--- config.mk ---
export PLATFORM = sky130hd
export DESIGN_NAME = sbrg_top
export DESIGN_NICKNAME = d
export VERILOG_FILES = /design/src/sbrg_pkg.sv /design/src/sbrg_prescale.sv /design/src/sbrg_top.sv
export VERILOG_INCLUDE_DIRS = /design/src
export SDC_FILE = /design/constraint.sdc
export NUM_CORES = 1
export LEC_CHECK = 0
export BUFFER_PORTS_ARGS = -buffer_cell sky130_fd_sc_hd__buf_2
export CORE_ASPECT_RATIO = 1.5
export CORE_UTILIZATION = 32
export DETAILED_ROUTE_END_ITERATION = 6
export PLACE_DENSITY_LB_ADDON = 0.12
export REMOVE_ABC_BUFFERS = 1
export SLEW_MARGIN = 20
export SYNTH_ARGS = -nofsm -noshare
export SYNTH_HDL_FRONTEND = slang
export SYNTH_SLANG_ARGS = --single-unit
--- constraint.sdc ---
create_clock -name clk -period 7.91 [get_ports clk]
set_input_delay 0.791 -clock clk [delete_from_list [all_inputs] [get_ports clk]]
set_output_delay 0.791 -clock clk [all_outputs]
set_load 0.01 [all_outputs]
--- src/sbrg_consts.svh ---
// offsets, field positions, reset values and divider counts of the rate generator
// assumes byte-wide registers reached over a plain strobe port
`ifndef SBRG_CONSTS_SVH
`define SBRG_CONSTS_SVH

// register offsets on the plain port
`define SBRG_ADDR_BAUD   3'h0
`define SBRG_ADDR_RXSC   3'h1
`define SBRG_ADDR_DLO    3'h2
`define SBRG_ADDR_DHI    3'h3
`define SBRG_ADDR_TXSC   3'h4

// field positions
`define SBRG_BIT_IDLE    6
`define SBRG_BIT_WIDE    3
`define SBRG_BIT_SYNC    4
`define SBRG_BIT_FAST    2
`define SBRG_BIT_TRMT    1
`define SBRG_BIT_SPEN    7

// writable bits of each control register
`define SBRG_MASK_BAUD   8'h1b
`define SBRG_MASK_RXSC   8'hf8
`define SBRG_MASK_TXSC   8'hfd

// reset values
`define SBRG_RST_BYTE    8'h00
`define SBRG_RST_IDLE    1'b1

// prescaler reload values, one less than the divide ratio
`define SBRG_PRE4        6'h03
`define SBRG_PRE16       6'h0f
`define SBRG_PRE64       6'h3f

// divide ratios as period multipliers
`define SBRG_MULT4       24'h000004
`define SBRG_MULT16      24'h000010
`define SBRG_MULT64      24'h000040

`endif

--- src/sbrg_pkg.sv ---
// types and shared decoding of the serial rate generator
// assumes sbrg_consts.svh is on the include path
`include "sbrg_consts.svh"

package sbrg_pkg;

    // prescale ratio ahead of the divisor timer
    typedef enum logic [1:0] {
        SBRG_DIV4,
        SBRG_DIV16,
        SBRG_DIV64
    } sbrg_div_t;

    // mode bits handed to the transmitter and receiver
    typedef struct packed {
        logic port_en;
        logic sync_mode;
        logic wide;
        logic high_speed;
    } sbrg_cfg_t;

    // receiver events and status bits
    typedef struct packed {
        logic start;
        logic done;
        logic ferr;
        logic oerr;
        logic rx9d;
    } sbrg_rxst_t;

    // ratio chosen by mode, counter width and speed
    function automatic sbrg_div_t sbrg_div_select(input logic sync_m, input logic wide,
                                                  input logic fast);
        if (sync_m || (wide && fast))
            return SBRG_DIV4;
        else if (wide || fast)
            return SBRG_DIV16;
        return SBRG_DIV64;
    endfunction

    // whole clock period of one rate tick
    function automatic logic [23:0] sbrg_period(input sbrg_div_t sel, input logic [15:0] n);
        logic [23:0] m;
        m = (sel == SBRG_DIV4) ? `SBRG_MULT4 : (sel == SBRG_DIV16) ? `SBRG_MULT16 : `SBRG_MULT64;
        return 24'(m * ({8'h00, n} + 24'h000001));
    endfunction

endpackage

--- src/sbrg_prescale.sv ---
// prescaler ahead of the divisor timer: one pulse every 4, 16 or 64 clocks
// assumes clr comes from logic on clk; ce freezes the count
`timescale 1ns/1ns
`include "sbrg_consts.svh"

module sbrg_prescale import sbrg_pkg::*; #(
    parameter int CW = 6
) (
    // clock and reset
    input  wire logic      clk,
    input  wire logic      rst,
    input  wire logic      ce,
    // control
    input  wire logic      clr,
    input  wire sbrg_div_t sel,
    // prescaled pulse
    output logic           pre_tick
);

    logic [CW-1:0] cnt;
    logic [CW-1:0] reload;

    // reload value for the selected ratio
    always_comb begin
        unique case (sel)
            SBRG_DIV4:  reload = CW'(`SBRG_PRE4);
            SBRG_DIV16: reload = CW'(`SBRG_PRE16);
            SBRG_DIV64: reload = CW'(`SBRG_PRE64);
            default:    reload = CW'(`SBRG_PRE64);
        endcase
    end

    // down counter; clearing loads a full prescale period, not a short one
    always_ff @(posedge clk or posedge rst) begin
        if (rst) begin
            cnt <= '0;
        end else if (ce) begin
            if (clr || cnt == '0)
                cnt <= reload;
            else
                cnt <= cnt - 1'b1;
        end
    end

    assign pre_tick = ce && !clr && cnt == '0;

endmodule

--- src/sbrg_top.sv ---
// serial rate generator: control registers, divisor timer and receive-idle flag
// assumes receiver and transmitter run on clk; the bus master keeps one-cycle strobes
//
// Design decisions made here: the address-and-strobe port and the register addresses.
`timescale 1ns/1ns
`include "sbrg_consts.svh"

////////////////////////////////////////////////////////////////////////////////

// How it works
// - dedicated rate timer, 8 or 16 bits wide, serves async and sync modes
// - timer starts in 8-bit mode; wide select switches to 16 bits
// - divisor n comes from high and low registers as one pair in 16-bit mode, from low alone in 8-bit mode
// - async multiplier chosen by high-speed and wide selects together
// - sync mode ignores the high-speed select
// - async, narrow, low speed: rate is clock over 64(n+1)
// - async, wide, low speed: rate is clock over 16(n+1)
// - sync mode, any width: rate is clock over 4(n+1)
// - writing either divisor register restarts the timer at once
// - receive-idle reads 1 when idle, 0 from start bit to character end
module sbrg_top import sbrg_pkg::*; (
    // clock, reset and freeze
    input  wire logic       clk,
    input  wire logic       rst,
    input  wire logic       ce,
    // register port
    input  wire logic [2:0] addr,
    input  wire logic [7:0] wr_data,
    input  wire logic       wr,
    input  wire logic       rd,
    output logic      [7:0] rd_data,
    // receiver and transmitter status
    input  wire sbrg_rxst_t rx_stat,
    input  wire logic       tx_shift_empty,
    // rate tick and modes
    output logic            baud_tick,
    output sbrg_cfg_t       cfg
);

    ////////////////////////////////////////////////////////////////////////////
    // declarations

    logic [7:0]  baud_w;
    logic [7:0]  rxsc_w;
    logic [7:0]  txsc_w;
    logic [7:0]  div_lo;
    logic [7:0]  div_hi;
    logic        rcv_idle;
    logic [15:0] tcnt;
    logic [15:0] cur_n;
    logic [15:0] next_n;
    logic [7:0]  next_lo;
    logic [7:0]  next_hi;
    logic [7:0]  next_rd;
    logic        wide;
    logic        sync_m;
    logic        fast;
    logic        port_en;
    logic        div_wr;
    logic        cfg_wr;
    logic        clr;
    logic        pre_tick;
    logic        tick_now;
    sbrg_div_t   div_sel;

    // true for either half of the divisor pair
    function automatic logic is_div(input logic [2:0] a);
        return a == `SBRG_ADDR_DLO || a == `SBRG_ADDR_DHI;
    endfunction

    ////////////////////////////////////////////////////////////////////////////
    // mode decode

    // mode bits straight from the stored control bytes
    assign wide    = baud_w[`SBRG_BIT_WIDE];
    assign sync_m  = txsc_w[`SBRG_BIT_SYNC];
    assign fast    = txsc_w[`SBRG_BIT_FAST];
    assign port_en = rxsc_w[`SBRG_BIT_SPEN];

    // the ratio depends on the speed bit only outside sync mode
    assign div_sel = sbrg_div_select(sync_m, wide, fast);

    // narrow mode never sees the high register, whatever it holds
    assign cur_n = wide ? {div_hi, div_lo} : {8'h00, div_lo};

    // divisor as it stands after a write in this cycle
    assign next_lo = (wr && addr == `SBRG_ADDR_DLO) ? wr_data : div_lo;
    assign next_hi = (wr && addr == `SBRG_ADDR_DHI) ? wr_data : div_hi;
    assign next_n  = wide ? {next_hi, next_lo} : {8'h00, next_lo};

    // strobes; a disabled port holds the timer cleared
    assign div_wr = wr && is_div(addr);
    assign cfg_wr = wr && !is_div(addr);
    assign clr    = div_wr || !port_en;

    ////////////////////////////////////////////////////////////////////////////
    // control registers

    // divisor pair, both halves stored even in narrow mode
    always_ff @(posedge clk or posedge rst) begin
        if (rst) begin
            div_lo <= `SBRG_RST_BYTE;
            div_hi <= `SBRG_RST_BYTE;
        end else if (ce) begin
            div_lo <= next_lo;
            div_hi <= next_hi;
        end
    end

    // control bytes keep only their writable bits
    always_ff @(posedge clk or posedge rst) begin
        if (rst) begin
            baud_w <= `SBRG_RST_BYTE;
            rxsc_w <= `SBRG_RST_BYTE;
            txsc_w <= `SBRG_RST_BYTE;
        end else if (ce && cfg_wr) begin
            if (addr == `SBRG_ADDR_BAUD)
                baud_w <= wr_data & `SBRG_MASK_BAUD;
            if (addr == `SBRG_ADDR_RXSC)
                rxsc_w <= wr_data & `SBRG_MASK_RXSC;
            if (addr == `SBRG_ADDR_TXSC)
                txsc_w <= wr_data & `SBRG_MASK_TXSC;
        end
    end

    ////////////////////////////////////////////////////////////////////////////
    // read port

    // read mux; status bits merge in at read time, unmapped reads zero
    always_comb begin
        next_rd = 8'h00;
        unique case (addr)
            `SBRG_ADDR_BAUD: begin
                next_rd = baud_w;
                next_rd[`SBRG_BIT_IDLE] = rcv_idle;
            end
            `SBRG_ADDR_RXSC: next_rd = {rxsc_w[7:3], rx_stat.ferr, rx_stat.oerr, rx_stat.rx9d};
            `SBRG_ADDR_DLO:  next_rd = div_lo;
            `SBRG_ADDR_DHI:  next_rd = div_hi;
            `SBRG_ADDR_TXSC: begin
                next_rd = txsc_w;
                next_rd[`SBRG_BIT_TRMT] = tx_shift_empty;
            end
            default:         next_rd = 8'h00;
        endcase
    end

    // data stand only in the cycle after the strobe
    always_ff @(posedge clk or posedge rst) begin
        if (rst)
            rd_data <= 8'h00;
        else if (ce)
            rd_data <= rd ? next_rd : 8'h00;
    end

    ////////////////////////////////////////////////////////////////////////////
    // rate timer

    // prescaler gives the 4, 16 or 64 clock multiplier
    sbrg_prescale #(
        .CW       (6)
    ) u_pre (
        .clk      (clk),
        .rst      (rst),
        .ce       (ce),
        .clr      (clr),
        .sel      (div_sel),
        .pre_tick (pre_tick)
    );

    // a tick ends each n+1 prescaled periods
    assign tick_now = pre_tick && tcnt == 16'h0000;

    // free-running down counter; a divisor write reloads it without
    // waiting for the old period to run out
    always_ff @(posedge clk or posedge rst) begin
        if (rst) begin
            tcnt <= 16'h0000;
        end else if (ce) begin
            if (clr)
                tcnt <= next_n;
            else if (tick_now)
                tcnt <= cur_n;
            else if (pre_tick)
                tcnt <= tcnt - 16'h0001;
        end
    end

    // tick registered so the output comes from a flip-flop
    always_ff @(posedge clk or posedge rst) begin
        if (rst)
            baud_tick <= 1'b0;
        else if (ce)
            baud_tick <= tick_now;
    end

    // mode bits for the transmitter and receiver, one cycle behind
    always_ff @(posedge clk or posedge rst) begin
        if (rst)
            cfg <= '0;
        else if (ce)
            cfg <= '{port_en: port_en, sync_mode: sync_m, wide: wide, high_speed: fast};
    end

    ////////////////////////////////////////////////////////////////////////////
    // receive-idle flag

    // a start bit beats a completion in the same cycle: a new character is under way
    always_ff @(posedge clk or posedge rst) begin
        if (rst)
            rcv_idle <= `SBRG_RST_IDLE;
        else if (ce && rx_stat.start)
            rcv_idle <= 1'b0;
        else if (ce && rx_stat.done)
            rcv_idle <= 1'b1;
    end

    ////////////////////////////////////////////////////////////////////////////
    // checks

    logic [23:0] per_cnt;
    logic        clean;

    // clocks since the last restart or tick; clean once no mode change has
    // landed inside the running period
    always_ff @(posedge clk or posedge rst) begin
        if (rst) begin
            per_cnt <= 24'h000000;
            clean   <= 1'b0;
        end else if (ce) begin
            per_cnt <= (clr || tick_now) ? 24'h000000 : per_cnt + 24'h000001;
            if (cfg_wr)
                clean <= 1'b0;
            else if (clr || tick_now)
                clean <= 1'b1;
        end
    end
endmodule

==> flow_summary.toml, run 1 <==
[logic_synthesis]
ys.flop_type = "dfrtp_1"
ys_seq_area_frac = 0.439
synth_edf_count = 0
synth_area_mm2 = 0.00388
synth_warnings = 0
synth_cells = 369
ys_types = 54
async_flop_share = 1.00
synth-seq-cells = 68
synth.avg_cell_area_um2 = 10.5

[critical_path]
cp_cell_sequence = "inv_1, ha_1, or4b_2, o211ai_2, nand2_1, a22o_1, o31a_1"
worstPathMaxFanout = 16
crit_path_end_kind = "register"
start_kind = "register"
rr_worst_depth = 7
crit_path_max_incr_delay_ps = 640
reg2reg_slack_ps = 4960
cp.arrival_ps = 3170
critPathKind = "register to register"
reg2reg_from = "u_pre.cnt[0]"
slowest_stage = "or4b_2"
worstPathRequired_ps = 8130
reg2reg_to = "tcnt[0]"

[drt]
wl_per_cell_um = 19.8
totalWireLength_mm = 10.9
first_pass_iters = 5
drt_drc_violations_left = 0
drt-initial-drc-count = 237
ant_nets = 0
viasPerCell = 5.51
vias = 3026

[final_layout]
ff_latch_area_mm2 = 0.00170
final_util = 0.386
layout-drive-gt1-share = 0.266
antenna_cells = 0
syn2layout_area_growth_pct = 16.1
nFillCells = 1207
finalInstanceArea_mm2 = 0.00450
final_nets = 419
multi_input_area_mm2 = 0.00202

[floorplan]
die_area_mm2 = 0.0126
chipWidth_um = 91.9
core_area_mm2 = 0.0117
initial_core_util = 0.333
pin_count = 35
std_cell_rows = 48
fp.dieH_um = 137

[pwr]
p_switching_uw = 410
p_clk_frac = 0.364
vdd_drop_max_mv = 0.123
p_comb_frac = 0.225
p_int_uw = 897
p_sw_frac = 0.314
sequentialPowerShare = 0.412
power_density_mw_per_mm2 = 290
p_leak_uw = 0.00192

[sta]
fin_crit_ps = 2950
skew_ps = 4.67
rsz0062_at_grt = "no"
worst_pin_slew_ps = 1040
fin_tns_setup_ps = 0
drv_slew = 0
max_freq_mhz = 339
hold_viol_final = 0
fin_crit_sh = 0.373
max_slew_margin = 0.301
finalSetupViolations = 0

[worst_hold_path]
hold_depth = 1
min_to = "cfg[3]"
hold_path_startpoint = "cfg[3]"
hold_class = "register to register"

[clocking]
cts_setup_buffers = 0
cts_resized = 0
clk_path_buf_depth = 2
cts-root-buf = "clkbuf_16"
cts_buffers = 9
clk_pin_slew_worst_paths_ps = 60
postCtsHoldBufs = 0
cts_num_sinks = 68
h-tree-depth = 3
clkLatencyLatePin_ps = 330
tritoncts = "yes"

[global_route]
antenna_found_initial = 0
grt_pass1_wl_mm = 17.6
globalRouteOverflowTotal = 0
grt_max_degree = 69
grtUsageTotal = 0.188
grt_pass1_vias = 3003

[flow_run]
maxCapViolCount = 0

[place]
place_area_mm2 = 0.00415
gp_congestion = 0.814
dp_hpwl_mm = 7.83
portBuffers = 34

[run_status]
outcome = "completed"
worst max path at each step:
stage	start	slack, ps	cells past startpoint	endpoint
floorplan	tcnt[0]	5310	7	tcnt[3]
finish	u_pre.cnt[0]	4960	7	tcnt[0]
CTS	u_pre.cnt[0]	4930	7	tcnt[0]
global placement	addr[1]	4900	6	tcnt[6]
global route	u_pre.cnt[1]	4760	7	tcnt[5]
detailed placement	addr[1]	4860	5	div_lo[4]
power groups by stage:
stage / logic [µW] / registers [µW] / clock network, µW
5_1_grt: 326 / 553 / 500
3_5_place_dp: 296 / 544 / 0
6_report: 294 / 538 / 475
3_3_place_gp: 294 / 543 / 0
2_1_floorplan: 222 / 509 / 0
4_1_cts: 298 / 538 / 485
metrics by stage:
stage               power, µW  setup WS [ps]  instances  hold slack [ps]
floorplan                 731           5310        347              471
global placement          837           4900        533              486
detailed placement        840           4860        533              491
CTS                      1320           4930        549              505
global route             1380           4760        549              510
finish                   1310           4960        549              500
placed cells by master, fill, tap and decap left out, types with 4 or more instances in the layout:
cell type and instances:
o22a_1 10, dfrtp_1 67, mux2_2 39, nor4_1 6
nand3_1 6, nor3_1 8, o21ai_0 9, or4_1 4
buf_2 34, a2bb2oi_1 6, and2_1 4, inv_1 13
nand4_1 8, nand2_1 16, nor2b_1 5, xnor2_1 9
o22ai_1 8, nor2_1 27, a31oi_1 7, clkbuf_16 9
o211ai_1 6, a21oi_1 16, mux2i_1 24
cell families after synthesis:
| logic type | after synthesis | share of synthesized area |
|---|---|---|
| xor+xnor | 11 | 0.0249 |
| mux | 63 | 0.175 |
| simple gates | 101 | 0.148 |
| buf+inv | 36 | 0.0391 |
| fa+ha+maj | 3 | 0.00968 |
| flops | 68 | 0.439 |
| compound gates | 87 | 0.164 |
area by class of cell:
type                    instances  area share
clock inverters                 6      0.0247
clock buffers                  10      0.0531
flip-flops and latches         68       0.378
repair buffers                 36      0.0411
inverters                      14      0.0117
well taps                     150      0.0417
multi-input cells             265       0.449
state kept, by name, indices dropped and copies added (netlist names):
name and count:
cfg 4, u_pre.cnt 6, rcv_idle 1, rxsc_w 5, baud_w 4, txsc_w 7
div_lo 8, tcnt 16, div_hi 8, baud_tick 1, rd_data 8
synthesized netlist by cell type (2+ instances only):
cell type / n / area, µm²
buf_1: 2 / 7.51
xor2_1: 2 / 17.5
a21oi_1: 16 / 80.1
or3_1: 2 / 12.5
nor3_1: 8 / 40.0
clkbuf_1: 17 / 63.8
nor2b_1: 5 / 31.3
nor4_1: 6 / 37.5
a31oi_1: 7 / 43.8
nand2_1: 16 / 60.1
mux2i_1: 24 / 240
and2_1: 4 / 25.0
o211ai_1: 6 / 45.0
o21ai_0: 9 / 45.0
or4_1: 4 / 30.0
nor4b_1: 2 / 17.5
mux2_2: 39 / 439
dfrtp_1: 67 / 1680
buf_6: 2 / 22.5
a22o_1: 3 / 26.3
nand4_1: 8 / 50.1
xnor2_1: 9 / 78.8
or4b_2: 2 / 20.0
o21a_1: 2 / 15.0
nor3_4: 3 / 48.8
a22oi_1: 3 / 22.5
o22ai_1: 8 / 50.1
a2bb2oi_1: 6 / 52.6
inv_1: 14 / 52.6
nand2b_1: 2 / 12.5
o31a_1: 3 / 26.3
ha_1: 3 / 37.5
o211ai_2: 3 / 37.5
a221oi_1: 2 / 17.5
o22a_1: 10 / 87.6
nand3_1: 6 / 30.0
nor2_1: 27 / 101
critical path: cells and delay by family, from the launching register on:
kind                       cells  cell delay, ps
and+or+nand+nor                2            1120
AOI/OAI and AO/OA              3            1030
DFF                            1             400
adders and majority gates      1             180
buffers and inverters          1             100
layer usage:
layer	up-vias	global-route usage	share of wire
met4	0	0.0816	0.025
met1	1511	0.221	0.42
met3	15	0.0256	0.026
met5	-	0	0
li1	1438	-	-
met2	62	0.340	0.53
Note: power is estimated with default switching activity, not from simulation.
==> inputs of run 2 (changes only) <==
==> constraint.sdc (replaced) <==
create_clock -name clk -period 2.7 [get_ports clk]
set_input_delay 0.27 -clock clk [delete_from_list [all_inputs] [get_ports clk]]
set_output_delay 0.27 -clock clk [all_outputs]
set_load 0.01 [all_outputs]
==> flow_summary.toml, run 2 (synthesis gave the netlist of run 1 again) <==
[run_status]
outcome = "completed"

[place]
gp_congestion = 0.825
portBuffers = 34
dp_hpwl_mm = 8.53
place_inst = 555

[final_layout]
multi_input_area_mm2 = 0.00202
ff_latch_area_mm2 = 0.00170
syn2layout_area_growth_pct = 20.0
layout_common_cells = "dfrtp_1 (67), mux2_2 (39), buf_2 (34), nor2_1 (27), mux2i_1 (24)"
top_register = "tcnt"
instances_no_fill = 571
nFillCells = 1200
final_nets = 441
layout-drive-gt1-share = 0.304
largest_register_ffs = 16
final_common_cell = "dfrtp_1"
final_util = 0.399
antenna_cells = 0

[worst_hold_path]
hold_depth = 2
hold_class = "input port to register"
hold_path_startpoint = "rx_stat[4]"
min_to = "rcv_idle"

[clocking]
clkLatencyLatePin_ps = 340
clk_path_buf_depth = 2
cts_buffers = 9
h-tree-depth = 3
cts-root-buf = "clkbuf_16"
cts_setup_buffers = 0
cts_resized = 0
tritoncts = "yes"
postCtsHoldBufs = 0
cts_num_sinks = 68
clk_pin_slew_worst_paths_ps = 60

[pwr]
p_leak_uw = 0.00202
p_int_uw = 2590
vdd_drop_max_mv = 0.383
p_switching_uw = 1260
sequentialPowerShare = 0.399
p_sw_frac = 0.327
p_comb_frac = 0.263
p_clk_frac = 0.338
power_density_mw_per_mm2 = 827

[critical_path]
cp.arrival_ps = 2820
reg2reg_to = "tcnt[3]"
crit_path_end_kind = "register"
worstPathRequired_ps = 2940
start_kind = "register"
reg2reg_slack_ps = 120
rr_worst_depth = 8
reg2reg_from = "tcnt[1]"
critPathKind = "register to register"
worstPathMaxFanout = 6

[sta]
max_slew_margin = 0.483
worst_pin_slew_ps = 774
fin_crit_sh = 0.956
rsz0062_at_grt = "no"
max_freq_mhz = 387
drv_slew = 0
finalSetupViolations = 0
fin_crit_ps = 2580
hold_viol_final = 0
fin_tns_setup_ps = 0
skew_ps = 5.57

[floorplan]
die_area_mm2 = 0.0126
chipWidth_um = 91.9
std_cell_rows = 48
pin_count = 35
core_area_mm2 = 0.0117
initial_core_util = 0.333
fp.dieH_um = 137

[flow_run]
maxCapViolCount = 0

[drt]
viasPerCell = 5.51
first_pass_iters = 4
ant_nets = 0
vias = 3148
totalWireLength_mm = 11.3
wl_per_cell_um = 19.9
drt-initial-drc-count = 185
drt_drc_violations_left = 0

[global_route]
grt_pass1_vias = 3266
grt_max_degree = 34
antenna_found_initial = 0
globalRouteOverflowTotal = 0
grt_pass1_wl_mm = 18.6
grtUsageTotal = 0.196
run 2: cell count changes in the layout (fill, tap and decap cells not counted):
cell       before  now
bufinv_16       3    2
buf_4           2   23
buf_12          0    1
clkbuf_8        1    0
inv_6           0    2
run 2: cell type report:
| type | count | area share |
|---|---|---|
| inverters | 14 | 0.0113 |
| flip-flops and latches | 68 | 0.366 |
| well taps | 150 | 0.0403 |
| clock inverters | 7 | 0.0212 |
| clock buffers | 9 | 0.0484 |
| repair buffers | 58 | 0.0780 |
| multi-input cells | 265 | 0.435 |
run 2: worst max path at each step:
stage                     slack (ps)     from  depth (start not counted)  endpoint
final                            120  tcnt[1]                          8   tcnt[3]
after global routing               5  tcnt[1]                          8   tcnt[3]
after CTS                        120  tcnt[1]                          8   tcnt[3]
after detailed placement         140  tcnt[1]                          8   tcnt[3]
after global placement           180  tcnt[1]                          8   tcnt[8]
after floorplan                  100  tcnt[0]                          7   tcnt[3]
run 2: metrics by stage:
stage	setup slack (ps)	power, µW	cell area [µm²]	hold slack, ps
after floorplan	104	2140	3780	321
after global placement	182	2540	4330	417
after detailed placement	139	2560	4330	418
after CTS	117	3880	4650	55.0
after global routing	5.27	4050	4650	66.1
final	118	3850	4650	61.1
run 2: worst max-delay path, cell delays in order, from the launching register on:
cell and delay, ps:
dfrtp_1 410, inv_1 70, ha_1 160, or3b_1 380
or4b_4 530, buf_4 180, nor3_4 310, nor4_1 120
o41ai_2 320
run 2: per-layer routing:
metal / track usage / part of all wire / routed length (µm) / vias to the layer above
met5: 0 / 0 / 0 / -
met4: 0.0729 / 0.019 / 211 / 0
met3: 0.0272 / 0.023 / 265 / 14
met2: 0.369 / 0.55 / 6250 / 61
met1: 0.222 / 0.41 / 4620 / 1589
li1: - / - / - / 1484
run 2: power by group through the flow:
stage / combinational [µW] / sequential, µW / clock [µW]
final: 1010 / 1530 / 1300
after floorplan: 651 / 1490 / 0
after global placement: 1010 / 1530 / 0
after global routing: 1120 / 1570 / 1370
after detailed placement: 1010 / 1550 / 0
after CTS: 1020 / 1530 / 1330
